## src/rtl/pfd_defs.vh

```
// Shared constants for the packet buffer, serializer and pattern detector.
// Assumes inclusion by bare name from files under rtl/.
`ifndef PFD_DEFS_VH
`define PFD_DEFS_VH
`define PFD_DEPTH 64
`define PFD_PTR_W 6
`define PFD_CNT_W 7
`define PFD_BYTE_W 8
`define PFD_PAT_W 64
`define PFD_LEN_W 3
`define PFD_MODE_W 3
`define PFD_MODE_SLEEP 3'h0
`define PFD_MODE_STBY 3'h1
`define PFD_MODE_TX 3'h3
`define PFD_MODE_RX 3'h5
`define PFD_BIT_MSB 3'h7
`define PFD_BIT_LSB 3'h0
`define PFD_CNT_ZERO 7'h00
`define PFD_CNT_ONE 7'h01
`endif

```

## src/rtl/pfd_sync2.v

```verilog
// Two flip-flop level synchroniser.
// Assumes d comes from outside the clk_sys domain.
`timescale 1ns/1ns
module pfd_sync2
(
  // Clock and reset
  input wire clk_sys,
  input wire rst_n,
  // Level in and out
  input wire d,
  output reg q
);
  reg meta_ff;

  always @(posedge clk_sys or negedge rst_n)
  begin
    if (!rst_n)
    begin
      meta_ff <= 1'b0;
      q <= 1'b0;
    end
    else
    begin
      meta_ff <= d;
      q <= meta_ff;
    end
  end
endmodule // pfd_sync2

```

## src/rtl/pfd_pattern_det.v

```verilog
// Pattern detector: shifts received bits and compares with the programmed pattern.
// Assumes bit_valid is a one-cycle pulse in the clk_sys domain.
`timescale 1ns/1ns
`include "pfd_defs.vh"
module pfd_pattern_det
(
  // Clock and reset
  input wire clk_sys,
  input wire rst_n,
  // Configuration
  input wire enable,
  input wire [`PFD_LEN_W-1:0] pattern_length,
  input wire [`PFD_PAT_W-1:0] pattern_value,
  // Bit stream and clears
  input wire bit_valid,
  input wire bit_in,
  input wire clear,
  // Result
  output reg pattern_match_flag
);
  reg [`PFD_PAT_W-1:0] shift_ff;
  reg [`PFD_PAT_W-1:0] nxt_shift;
  reg [`PFD_PAT_W-1:0] mask;
  reg [`PFD_PAT_W-1:0] target;
  integer i;

  // Pattern sits left-aligned: first received bit meets bit 7 of byte one
  always @*
  begin
    nxt_shift = {shift_ff[`PFD_PAT_W-2:0], bit_in};
    mask = {`PFD_PAT_W{1'b0}};
    for (i = 0; i < `PFD_PAT_W; i = i + 1)
      if (i < ((pattern_length + 1) * `PFD_BYTE_W))
        mask[i] = 1'b1;
    target = pattern_value >> ((`PFD_LEN_W'd7 - pattern_length) * `PFD_BYTE_W);
  end

  always @(posedge clk_sys or negedge rst_n)
  begin
    if (!rst_n)
    begin
      shift_ff <= {`PFD_PAT_W{1'b0}};
      pattern_match_flag <= 1'b0;
    end
    else
    begin
      if (bit_valid && enable)
        shift_ff <= nxt_shift;
      if (bit_valid && enable && ((nxt_shift & mask) == (target & mask)))
        pattern_match_flag <= 1'b1;
      else if (clear)
        pattern_match_flag <= 1'b0;
    end
  end
endmodule // pfd_pattern_det

```

## src/rtl/pfd_fifo_core.v

```verilog
// Top: packet buffer, serializer and pattern detector on clk_sys.
// Assumes host strobes are clk_sys pulses; chip select and link clock are async pins.
`timescale 1ns/1ns
`include "pfd_defs.vh"
module pfd_fifo_core
#(
  parameter DEPTH = `PFD_DEPTH,
  parameter PTR_W = `PFD_PTR_W,
  parameter CNT_W = `PFD_CNT_W
)
(
  // Clock and reset
  input wire clk_sys,
  input wire rst_n,
  // Mode control
  input wire [`PFD_MODE_W-1:0] op_mode,
  input wire continuous_mode,
  input wire mode_settled,
  input wire [`PFD_LEN_W-1:0] frame_len_bytes,
  // Host buffer access
  input wire spi_cs_n,
  input wire host_wr,
  input wire [`PFD_BYTE_W-1:0] host_wdata,
  input wire host_rd,
  output reg [`PFD_BYTE_W-1:0] host_rdata,
  input wire overflow_clr,
  // Configuration
  input wire [CNT_W-2:0] fill_threshold,
  input wire pattern_detect_enable,
  input wire [`PFD_LEN_W-1:0] pattern_length,
  input wire [`PFD_PAT_W-1:0] pattern_value,
  // Modem link
  input wire link_clk,
  input wire rx_bit,
  output reg tx_bit,
  // Status
  output reg fifo_none_left,
  output reg fifo_no_room,
  output reg fifo_overflow_flag,
  output reg fill_level_flag,
  output reg frame_sent,
  output wire pattern_match_flag
);
  localparam ST_IDLE = 3'b001;
  localparam ST_LOAD = 3'b010;
  localparam ST_SHIFT = 3'b100;

  reg [`PFD_BYTE_W-1:0] mem [0:DEPTH-1];
  reg [PTR_W-1:0] wr_ptr_ff;
  reg [PTR_W-1:0] rd_ptr_ff;
  reg [CNT_W-1:0] count_ff;
  reg [CNT_W-1:0] nxt_count;
  reg [`PFD_MODE_W-1:0] mode_ff;
  reg cs_d_ff;
  reg lclk_d_ff;
  reg level_hold_ff;
  reg [2:0] state_ff;
  reg [`PFD_BYTE_W-1:0] ser_ff;
  reg [2:0] bit_cnt_ff;
  reg [2:0] byte_left_ff;
  reg rx_collect_ff;
  reg empty_d_ff;
  wire cs_s;
  wire lclk_s;
  wire rx_s;
  wire cs_on_s;
  wire lclk_low_s;
  wire empty_rise;
  wire lclk_rise;
  wire lclk_fall;
  wire cs_fall;
  wire in_rx;
  wire in_tx;
  wire was_tx;
  wire was_rx;
  wire was_low;
  wire mode_clear;
  wire buf_clear;
  wire ser_wr;
  wire ser_rd;
  wire do_wr;
  wire do_rd;
  wire wr_req;
  wire active;

  // Host sees buffer only once the mode has settled, and never in continuous operation
  assign active = !continuous_mode && mode_settled;

  // Synchronisers clear to 0, so idle-high pins enter inverted: no false edge after reset
  pfd_sync2 u_sync_cs
  (
    .clk_sys(clk_sys),
    .rst_n(rst_n),
    .d(!spi_cs_n),
    .q(cs_on_s)
  );

  pfd_sync2 u_sync_lclk
  (
    .clk_sys(clk_sys),
    .rst_n(rst_n),
    .d(!link_clk),
    .q(lclk_low_s)
  );

  pfd_sync2 u_sync_rx
  (
    .clk_sys(clk_sys),
    .rst_n(rst_n),
    .d(rx_bit),
    .q(rx_s)
  );

  assign cs_s = !cs_on_s;
  assign lclk_s = !lclk_low_s;
  // Receive samples on link rises, transmit moves on link falls
  assign lclk_rise = lclk_s && !lclk_d_ff;
  assign lclk_fall = !lclk_s && lclk_d_ff;
  assign cs_fall = !cs_s && cs_d_ff;

  // Codes other than the four named modes count as other modes
  assign in_rx = (op_mode == `PFD_MODE_RX);
  assign in_tx = (op_mode == `PFD_MODE_TX);
  assign was_tx = (mode_ff == `PFD_MODE_TX);
  assign was_rx = (mode_ff == `PFD_MODE_RX);
  assign was_low = (mode_ff == `PFD_MODE_SLEEP) || (mode_ff == `PFD_MODE_STBY);

  // Other mode changes keep the contents
  assign mode_clear = (op_mode != mode_ff) &&
    ((was_low && in_rx) || (was_rx && in_tx) || was_tx);
  assign buf_clear = mode_clear || overflow_clr;
  assign empty_rise = fifo_none_left && !empty_d_ff;

  // Serializer byte moves; receive writes come only in receive mode, where host writes are shut out
  assign ser_wr = rx_collect_ff && lclk_rise && (bit_cnt_ff == `PFD_BIT_LSB) && in_rx;
  assign wr_req = (host_wr && active && !in_rx) || ser_wr;
  assign do_wr = wr_req && (count_ff != DEPTH) && !buf_clear;
  assign ser_rd = (state_ff == ST_LOAD) && (count_ff != `PFD_CNT_ZERO);
  assign do_rd = ((host_rd && active) || ser_rd) && (count_ff != `PFD_CNT_ZERO) && !buf_clear;

  always @*
  begin
    nxt_count = count_ff;
    if (do_wr && !do_rd)
      nxt_count = count_ff + `PFD_CNT_ONE;
    else if (do_rd && !do_wr)
      nxt_count = count_ff - `PFD_CNT_ONE;
  end

  // Storage has no reset; pointers and count alone say what is held
  always @(posedge clk_sys)
  begin
    if (do_wr)
      mem[wr_ptr_ff] <= ser_wr ? {ser_ff[`PFD_BYTE_W-2:0], rx_s} : host_wdata;
  end

  always @(posedge clk_sys or negedge rst_n)
  begin
    if (!rst_n)
    begin
      wr_ptr_ff <= {PTR_W{1'b0}};
      rd_ptr_ff <= {PTR_W{1'b0}};
      count_ff <= {CNT_W{1'b0}};
      mode_ff <= `PFD_MODE_SLEEP;
      cs_d_ff <= 1'b1;
      lclk_d_ff <= 1'b1;
      empty_d_ff <= 1'b1;
      host_rdata <= {`PFD_BYTE_W{1'b0}};
      fifo_none_left <= 1'b1;
      fifo_no_room <= 1'b0;
      fifo_overflow_flag <= 1'b0;
      fill_level_flag <= 1'b0;
      level_hold_ff <= 1'b0;
    end
    else
    begin
      mode_ff <= op_mode;
      cs_d_ff <= cs_s;
      lclk_d_ff <= lclk_s;
      empty_d_ff <= fifo_none_left;
      if (buf_clear)
      begin
        wr_ptr_ff <= {PTR_W{1'b0}};
        rd_ptr_ff <= {PTR_W{1'b0}};
        count_ff <= {CNT_W{1'b0}};
        fifo_none_left <= 1'b1;
        fifo_no_room <= 1'b0;
        fill_level_flag <= 1'b0;
        level_hold_ff <= 1'b0;
      end
      else
      begin
        if (do_wr)
          wr_ptr_ff <= wr_ptr_ff + {{(PTR_W-1){1'b0}}, 1'b1};
        if (do_rd)
          rd_ptr_ff <= rd_ptr_ff + {{(PTR_W-1){1'b0}}, 1'b1};
        count_ff <= nxt_count;
        // Empty rises at once; it falls only while chip select is high or at its falling edge
        if (nxt_count == `PFD_CNT_ZERO)
          fifo_none_left <= 1'b1;
        else if (cs_s || cs_fall)
          fifo_none_left <= 1'b0;
        // Full follows the count left by this edge's transfer; level does too until full, then holds until the first transfer after empty
        fifo_no_room <= (nxt_count == DEPTH);
        if (nxt_count == `PFD_CNT_ZERO)
          level_hold_ff <= 1'b0;
        else if (nxt_count == DEPTH)
          level_hold_ff <= 1'b1;
        // Threshold edits alone do nothing until the next transfer
        if ((do_wr || do_rd) && !level_hold_ff && (nxt_count != DEPTH))
          fill_level_flag <= (nxt_count > {1'b0, fill_threshold});
      end
      // A serializer pop leaves the host's last byte in place
      if (do_rd && !ser_rd)
        host_rdata <= mem[rd_ptr_ff];
      // A new overflow wins over the host's clear
      if (wr_req && (count_ff == DEPTH))
        fifo_overflow_flag <= 1'b1;
      else if (overflow_clr)
        fifo_overflow_flag <= 1'b0;
    end
  end

  // Transmit serializer: loads from the buffer in ST_LOAD, shifts MSB first on link falling edges
  always @(posedge clk_sys or negedge rst_n)
  begin
    if (!rst_n)
    begin
      state_ff <= ST_IDLE;
      ser_ff <= {`PFD_BYTE_W{1'b0}};
      bit_cnt_ff <= `PFD_BIT_MSB;
      byte_left_ff <= 3'h0;
      tx_bit <= 1'b0;
      frame_sent <= 1'b0;
      rx_collect_ff <= 1'b0;
    end
    else
    begin
      if (!in_tx)
        frame_sent <= 1'b0;
      rx_collect_ff <= in_rx && !continuous_mode;
      // Eight link rises make one received byte; the bit count wraps by itself
      if (in_rx && lclk_rise && rx_collect_ff)
      begin
        ser_ff <= {ser_ff[`PFD_BYTE_W-2:0], rx_s};
        bit_cnt_ff <= bit_cnt_ff - 3'h1;
      end
      else if (!in_rx && (state_ff == ST_IDLE))
        bit_cnt_ff <= `PFD_BIT_MSB;
      case (state_ff)
        ST_IDLE:
        begin
          // One frame per stay in transmit: frame_sent must drop first
          if (in_tx && !continuous_mode && !frame_sent && (count_ff != `PFD_CNT_ZERO))
          begin
            byte_left_ff <= frame_len_bytes;
            state_ff <= ST_LOAD;
          end
        end
        ST_LOAD:
        begin
          if (!in_tx)
            state_ff <= ST_IDLE;
          // Waits here if the buffer runs dry in mid-frame
          else if (ser_rd && !buf_clear)
          begin
            ser_ff <= mem[rd_ptr_ff];
            bit_cnt_ff <= `PFD_BIT_MSB;
            state_ff <= ST_SHIFT;
          end
        end
        ST_SHIFT:
        begin
          if (!in_tx)
            state_ff <= ST_IDLE;
          else if (lclk_fall)
          begin
            tx_bit <= ser_ff[`PFD_BYTE_W-1];
            ser_ff <= {ser_ff[`PFD_BYTE_W-2:0], 1'b0};
            bit_cnt_ff <= bit_cnt_ff - 3'h1;
            if (bit_cnt_ff == `PFD_BIT_LSB)
            begin
              if (byte_left_ff == 3'h0)
              begin
                frame_sent <= 1'b1;
                state_ff <= ST_IDLE;
              end
              else
              begin
                byte_left_ff <= byte_left_ff - 3'h1;
                state_ff <= ST_LOAD;
              end
            end
          end
        end
        default:
          state_ff <= ST_IDLE;
      endcase
    end
  end

  pfd_pattern_det u_det
  (
    .clk_sys(clk_sys),
    .rst_n(rst_n),
    .enable(pattern_detect_enable && in_rx),
    .pattern_length(pattern_length),
    .pattern_value(pattern_value),
    .bit_valid(lclk_rise && rx_collect_ff),
    .bit_in(rx_s),
    // Cleared as the buffer turns empty, so a pattern seen before any payload survives
    .clear((!in_rx && was_rx) || empty_rise),
    .pattern_match_flag(pattern_match_flag)
  );
endmodule // pfd_fifo_core

```

## config.mk

```make
export PLATFORM = sky130hd
export DESIGN_NAME = pfd_fifo_core
export DESIGN_NICKNAME = d
export VERILOG_FILES = /design/src/rtl/pfd_sync2.v /design/src/rtl/pfd_pattern_det.v /design/src/rtl/pfd_fifo_core.v
export VERILOG_INCLUDE_DIRS = /design/src /design/src/rtl
export SDC_FILE = /design/constraint.sdc
export NUM_CORES = 1
export LEC_CHECK = 0
export BUFFER_PORTS_ARGS = -buffer_cell sky130_fd_sc_hd__buf_4
export CORE_MARGIN = 8
export CORE_UTILIZATION = 60
export CTS_CLUSTER_DIAMETER = 50
export DETAILED_ROUTE_END_ITERATION = 10
export MAX_ROUTING_LAYER = met4
export PLACE_DENSITY_LB_ADDON = 0.3
export SLEW_MARGIN = 5
export SYNTH_ARGS = -nofsm -noshare
export SYNTH_HDL_FRONTEND = slang
export SYNTH_SLANG_ARGS = --single-unit
```

## constraint.sdc

```tcl
create_clock -name clk_sys -period 6.35 [get_ports clk_sys]
set_input_delay 0.3175 -clock clk_sys [delete_from_list [all_inputs] [get_ports clk_sys]]
set_output_delay 0.3175 -clock clk_sys [all_outputs]
set_load 0.01 [all_outputs]
```

==> impl_metrics.env, run 1 <==
export IMPL_seq_area_frac_synth=0.647
export IMPL_first_iter_violations=1975
export IMPL_stdcell_count=2663
export IMPL_synth_fp_nets=2004
export IMPL_synth_edf_count=512
export IMPL_power_density_mw_per_mm2=284
export IMPL_worst_pin_slew_ns=1.06
export IMPL_yosys_area_share_simple=0.0587
export IMPL_grt_pass1_vias=17620
export IMPL_syn_inst=1890
export IMPL_cts_resized=0
export IMPL_wl_met1_um=26100
export IMPL_die_w_um=235
export IMPL_vias=17472
export IMPL_synth_distinct_cells=83
export IMPL_synthTopCellsByArea="edfxtp_1 (54%), dfrtp_1 (10%), mux4_2 (7.4%)"
export IMPL_htree_levels=3
export IMPL_critPathKind="flip-flop to flip-flop"
export IMPL_crit_chain="nor3b_1 > nand3_1 > a21boi_1 > o21ai_0 > o211ai_1 > o2bb2ai_1 > ha_1 > nor2b_1 > o21a_1 > o21a_1 > o21a_1 > o21a_1 > o22ai_1 > a31oi_1 > o31a_1"
export IMPL_routed_wirelength_um=69700
export IMPL_top_layer="met4"
export IMPL_fp_dieArea_mm2=0.0551
export IMPL_numCtsBuffers=68
export IMPL_syn_area_mm2=0.0287
export IMPL_place_inst=2528
export IMPL_slew_violations=0
export IMPL_cts_post_setup_buffers_inserted=0
export IMPL_synth_top_family_by_area="multiplexers"
export IMPL_hpwl_um=43600
export IMPL_cp_end_kind="flip-flop"
export IMPL_p_leak_nw=11.2
export IMPL_crit_slowest_cell="a21boi_1"
export IMPL_clk_latency_ns=0.62
export IMPL_synth_mux_area_frac=0.171
export IMPL_cts_sinks=640
export IMPL_synth_top_cell_area_share=0.536
export IMPL_ys_warn_count=0
export IMPL_place_gp_congestion=0.920
export IMPL_fmax_mhz=231
export IMPL_synth_compound_gate_area_share=0.0721
export IMPL_cp_required_ns=6.83
export IMPL_synth_xor_area_share=0.0207
export IMPL_port_buffers=112
export IMPL_chipHeight_um=235
export IMPL_synth_area_leader_cell="edfxtp_1"
export IMPL_post_drt_via_cell_ratio=6.56
export IMPL_hold_viol_final=0
export IMPL_antenna_left=0
export IMPL_period_needed_ns=4.33
export IMPL_root_buffer="clkbuf_16"
export IMPL_grt_first_pass_wirelength_um=106000
export IMPL_drive_above_1_share=0.221
export IMPL_wl_per_cell_um=26.2
export IMPL_rsz0062_at_grt="false"
export IMPL_clock_path_buffers=3
export IMPL_first_pass_iters=5
export IMPL_tritoncts="done"
export IMPL_wl_met2_um=34800
export IMPL_fin_nets=2106
export IMPL_syn_to_final_growth_pct=12.6
export IMPL_drc_errors=0
export IMPL_path_clk_slew_ns=0.06
export IMPL_yosys_cell_count_top_type="edfxtp_1"
export IMPL_antenna_found_initial=1
export IMPL_finalSetupViolations=0
export IMPL_postSynthAreaPerCell_um2=15.2
export IMPL_seq_area_mm2=0.0186
export IMPL_max_slew_margin_rel=0.290
export IMPL_peakVddDrop_mv=0.321
export IMPL_hp_class="input pin to flip-flop"
export IMPL_skew_ns=0.0251
export IMPL_synth_seq_cells=640
export IMPL_cp_max_fo=12
export IMPL_rows=80
export IMPL_track_usage=0.256
export IMPL_finalCritPeriodShare=0.682
export IMPL_status="completed"
export IMPL_maxCapViolations=0
export IMPL_cp_common_cell="o21a_1"
export IMPL_core_area_mm2=0.0474
export IMPL_synthTopCellsByCount="edfxtp_1 (512), mux2i_1 (173), nand2_1 (131)"
export IMPL_start_util=0.605
export IMPL_multi_input_area_mm2=0.00948
export IMPL_async_flop_share=0.200
export IMPL_synthFlopType="edfxtp_1"
export IMPL_overflow=0
export IMPL_slowest_delay_ns=0.93
export IMPL_finalSetupTns_ns=0
export IMPL_synthAdderAreaFrac=0.00697
export IMPL_wl_met3_um=5660
export IMPL_critPathLaunchType="flip-flop"
export IMPL_grt_max_degree=69
export IMPL_nFillCells=3121
export IMPL_ios=113
export IMPL_worstPathArrival_ns=4.81
sequential cells by signal (all words and copies together) (netlist names), 3 cells and up:
name and count:
mem 512, u_det.shift_ff 63, host_rdata 8, ser_ff 8, count_ff 7, rd_ptr_ff 6, wr_ptr_ff 6, bit_cnt_ff 3
byte_left_ff 3, mode_ff 3, state_ff 3
logic make-up after synthesis:
kind of cell	Yosys count
XOR/XNOR	68
AND/OR/NAND/NOR	358
buffers and inverters	146
adder cells (fa/ha/maj)	16
multiplexers	359
flip-flops	640
AO/OA/AOI/OAI	303
worst paths after layout:
path / startpoint / end / slack, ns / depth (start not counted)
worst max-delay path: u_sync_lclk.q$_DFF_PN0_ / fill_level_flag$_DFFE_PN0P_ / 2.02 / 15
worst min-delay path: frame_len_bytes[1] / byte_left_ff[1]$_DFFE_PN0P_ / 0.05 / 5
worst max register to register: u_sync_lclk.q$_DFF_PN0_ / fill_level_flag$_DFFE_PN0P_ / 2.02 / 15
worst min register to register: u_sync_cs.meta_ff$_DFF_PN0_ / u_sync_cs.q$_DFF_PN0_ / 0.36 / 0
max in group asynchronous: rst_n / rd_ptr_ff[0]$_DFFE_PN0P_ / 4.68 / 3
min in group asynchronous: rst_n / u_det.shift_ff[60]$_DFFE_PN0P_ / 0.26 / 2
cell usage in the layout, fill, tap and decap left out, types with 49 or more instances in the layout:
cell type    n
o21ai_0     49
clkbuf_16   70
mux4_2      94
buf_4      134
nand2_1    123
mux2i_1    173
edfxtp_1   512
a21oi_1     71
o221ai_1    69
dfrtp_1    118
mux2_2      87
nor2_1     110
final cells by class:
cell class,count,share of cell area
flip-flops and latches,640,0.575
multi-input cells,1104,0.293
clock buffers,81,0.0554
repair buffers,145,0.0349
well taps,615,0.0238
clock inverters,44,0.0138
inverters,33,0.00383
diodes,1,0.0000774
critical path, delay by kind of cell (launching register included):
| family | cells | cell delay [ns] |
|---|---|---|
| flops | 1 | 0.39 |
| fa+ha+maj | 1 | 0.27 |
| simple gates | 3 | 0.94 |
| compound gates | 11 | 2.61 |
repair_timing:
action | 4_1_cts | 5_1_grt
setup endpoints to repair | 0 | 0
hold endpoints to repair | 67 | 0
hold buffers | 9 | 0
per-stage QoR:
step | cell area [um^2] | power [mW] | worst slack (ns) | util | hold slack, ns
after floorplan | 28700 | 5.10 | 2.89 | - | 0.0219
after global placement | 30000 | 5.32 | 2.24 | 0.632 | 0.325
after detailed placement | 30000 | 5.34 | 2.10 | 0.632 | 0.334
after CTS | 32300 | 9.23 | 2.05 | 0.682 | 0.0310
after global routing | 32300 | 9.44 | 1.72 | 0.682 | 0.0945
final | 32300 | 9.18 | 2.02 | 0.682 | 0.0526
power by group:
group / internal [mW] / switching [mW]
clock: 2.26 / 1.66
combinational: 0.263 / 0.362
sequential: 4.59 / 0.0486
total: 7.11 / 2.07
routing by layer:
metal,GRT usage,up-vias
met5,-,-
met4,0.104,0
met3,0.0451,194
met2,0.424,937
met1,0.312,8724
li1,-,7617
No activity file was read; power rests on OpenSTA's default activity.
==> run 2: changes to the inputs <==
Settings changed: CORE_UTILIZATION 60 to 56.
Clock period 6.35 ns to 3.5 ns, I/O delays scaled along.
==> run 2 against run 1 <==
Combinational power is 90% higher. Clock power is 84% higher. Sequential power is 81% higher. Die area is 6.7% higher. Total power is 83% higher. Design area is 3.5% higher. Cell count is 6.1% higher. Hold slack better by 0.075 ns.
==> impl_metrics.env, run 2 (synthesized netlist as in run 1, its figures left out) <==
export IMPL_status="completed"
export IMPL_grt_max_degree=72
export IMPL_hold_ws_ns=0.127
export IMPL_chipHeight_um=242
export IMPL_nFillCells=3500
export IMPL_die_w_um=242
export IMPL_period_needed_ns=3.46
export IMPL_cts_sinks=640
export IMPL_clk_latency_ns=0.62
export IMPL_rows=83
export IMPL_path_clk_slew_ns=0.06
export IMPL_hpwl_um=46600
export IMPL_finalCritPeriodShare=0.990
export IMPL_htree_levels=3
export IMPL_finalSetupViolations=0
export IMPL_post_drt_via_cell_ratio=6.32
export IMPL_skew_ns=0.0404
export IMPL_cp_common_cell="o21a_1"
export IMPL_cp_max_fo=4
export IMPL_cp_end_kind="flip-flop"
export IMPL_crit_slowest_cell="o32a_1"
export IMPL_syn_to_final_growth_pct=16.5
export IMPL_crit_chain="inv_2 > ha_4 > or3b_4 > o32a_1 > nor2_2 > o211ai_1 > o2bb2ai_2 > ha_1 > nor2b_1 > o21a_1 > o21a_1 > o21a_1 > o21a_1 > o22ai_2 > a31oi_1 > o31a_1"
export IMPL_first_pass_iters=5
export IMPL_peakVddDrop_mv=0.524
export IMPL_antenna_found_initial=0
export IMPL_regMostFlops="mem"
export IMPL_seq_area_mm2=0.0186
export IMPL_worstPathArrival_ns=3.97
export IMPL_overflow=0
export IMPL_grt_first_pass_wirelength_um=109000
export IMPL_core_area_mm2=0.0510
export IMPL_root_buffer="clkbuf_16"
export IMPL_critPathLaunchType="flip-flop"
export IMPL_track_usage=0.247
export IMPL_total_power_mw=16.8
export IMPL_maxCapViolations=0
export IMPL_final_common_cell="edfxtp_1"
export IMPL_fmax_mhz=289
export IMPL_start_util=0.563
export IMPL_routed_wirelength_um=71200
export IMPL_power_density_mw_per_mm2=503
export IMPL_diodes=0
export IMPL_hp_class="input pin to flip-flop"
export IMPL_antenna_left=0
export IMPL_worst_pin_slew_ns=0.910
export IMPL_rsz0062_at_grt="true"
export IMPL_cp_required_ns=4.00
export IMPL_vias=17841
export IMPL_largest_reg_flops=512
export IMPL_port_buffers=112
export IMPL_place_gp_congestion=0.927
export IMPL_grt_pass1_vias=17818
export IMPL_max_slew_margin_rel=0.394
export IMPL_ios=113
export IMPL_wl_per_cell_um=25.2
export IMPL_largestRegisters="mem: 512 flops, u_det.shift_ff: 63 flops"
export IMPL_numCtsBuffers=68
export IMPL_fp_dieArea_mm2=0.0588
export IMPL_fin_nets=2204
export IMPL_multi_input_area_mm2=0.00956
export IMPL_crit_family="compound AO/OA/AOI/OAI gates"
export IMPL_tritoncts="done"
export IMPL_first_iter_violations=1796
export IMPL_hold_viol_final=0
export IMPL_clock_path_buffers=3
export IMPL_critPathKind="flip-flop to flip-flop"
export IMPL_cp_buffers_inverters=1
export IMPL_drc_errors=0
export IMPL_drive_above_1_share=0.263
export IMPL_p_leak_nw=11.8
export IMPL_most_common_layout_cells="edfxtp_1 (512), buf_4 (215), mux2i_1 (173), nand2_1 (123), dfrtp_1 (118)"
export IMPL_slowest_delay_ns=0.42
export IMPL_slew_violations=0
-- run 2: per-stage QoR --
| step | cells | setup WS (ns) | area, um^2 | utilization | TNS [ns] |
|---|---|---|---|---|---|
| 2_1_floorplan | 1890 | 0.0431 | 28700 | - | 0 |
| 3_3_place_gp | 2683 | 0.0310 | 30900 | 0.607 | 0 |
| 3_5_place_dp | 2683 | -0.00269 | 30900 | 0.607 | -0.00269 |
| 4_1_cts | 2821 | 0.00430 | 33300 | 0.654 | 0 |
| 5_1_grt | 2825 | -0.115 | 33500 | 0.656 | -0.115 |
| 6_report | 2825 | 0.0363 | 33500 | 0.656 | 0 |
-- run 2: layer usage --
| layer | GRT usage | share of wire |
|---|---|---|
| met5 | - | 0 |
| met3 | 0.0453 | 0.071 |
| met2 | 0.393 | 0.49 |
| met1 | 0.308 | 0.39 |
| met4 | 0.114 | 0.049 |
-- run 2: path summary, 6_finish.rpt --
kind                                              from  slack (ns)  depth (start not counted)                             end
max                              count_ff[1]$_DFF_PN0_        0.04                         16     fill_level_flag$_DFFE_PN0P_
min                                       mode_settled        0.13                          4  fifo_overflow_flag$_DFFE_PN0P_
max reg2reg                      count_ff[1]$_DFF_PN0_        0.04                         16     fill_level_flag$_DFFE_PN0P_
min reg2reg                u_sync_cs.meta_ff$_DFF_PN0_        0.35                          0           u_sync_cs.q$_DFF_PN0_
max in group asynchronous                        rst_n        2.42                          3             lclk_d_ff$_DFF_PN1_
min in group asynchronous                        rst_n        0.17                          2   u_det.shift_ff[3]$_DFFE_PN0P_
-- run 2: worst min-delay path: cells and delay by family --
family                 cells  cell delay, ns
buffers and inverters      1            0.11
AND/OR/NAND/NOR            1            0.15
AO/OA/AOI/OAI              2            0.25
-- run 2: final cells by class --
| type | count | area share |
|---|---|---|
| timing repair buffer | 243 | 0.0609 |
| multi-input combinational | 1104 | 0.286 |
| clock buffer | 82 | 0.0533 |
| tap | 680 | 0.0254 |
| clock inverter | 43 | 0.0151 |
| sequential | 640 | 0.556 |
| inverter | 33 | 0.00370 |
-- run 2: power breakdown --
part	internal (mW)	switching [mW]
Combinational	0.521	0.666
Sequential	8.33	0.0862
Clock	4.17	3.06
-- run 2: timing repair --
action	4_1_cts	5_1_grt
pin swaps	2	8
buffers inserted	1	4
hold buffers	12	0
setup endpoints to repair	1	1
endpoints found under the hold margin	79	0
gates resized for setup	0	17
cloned	0	0
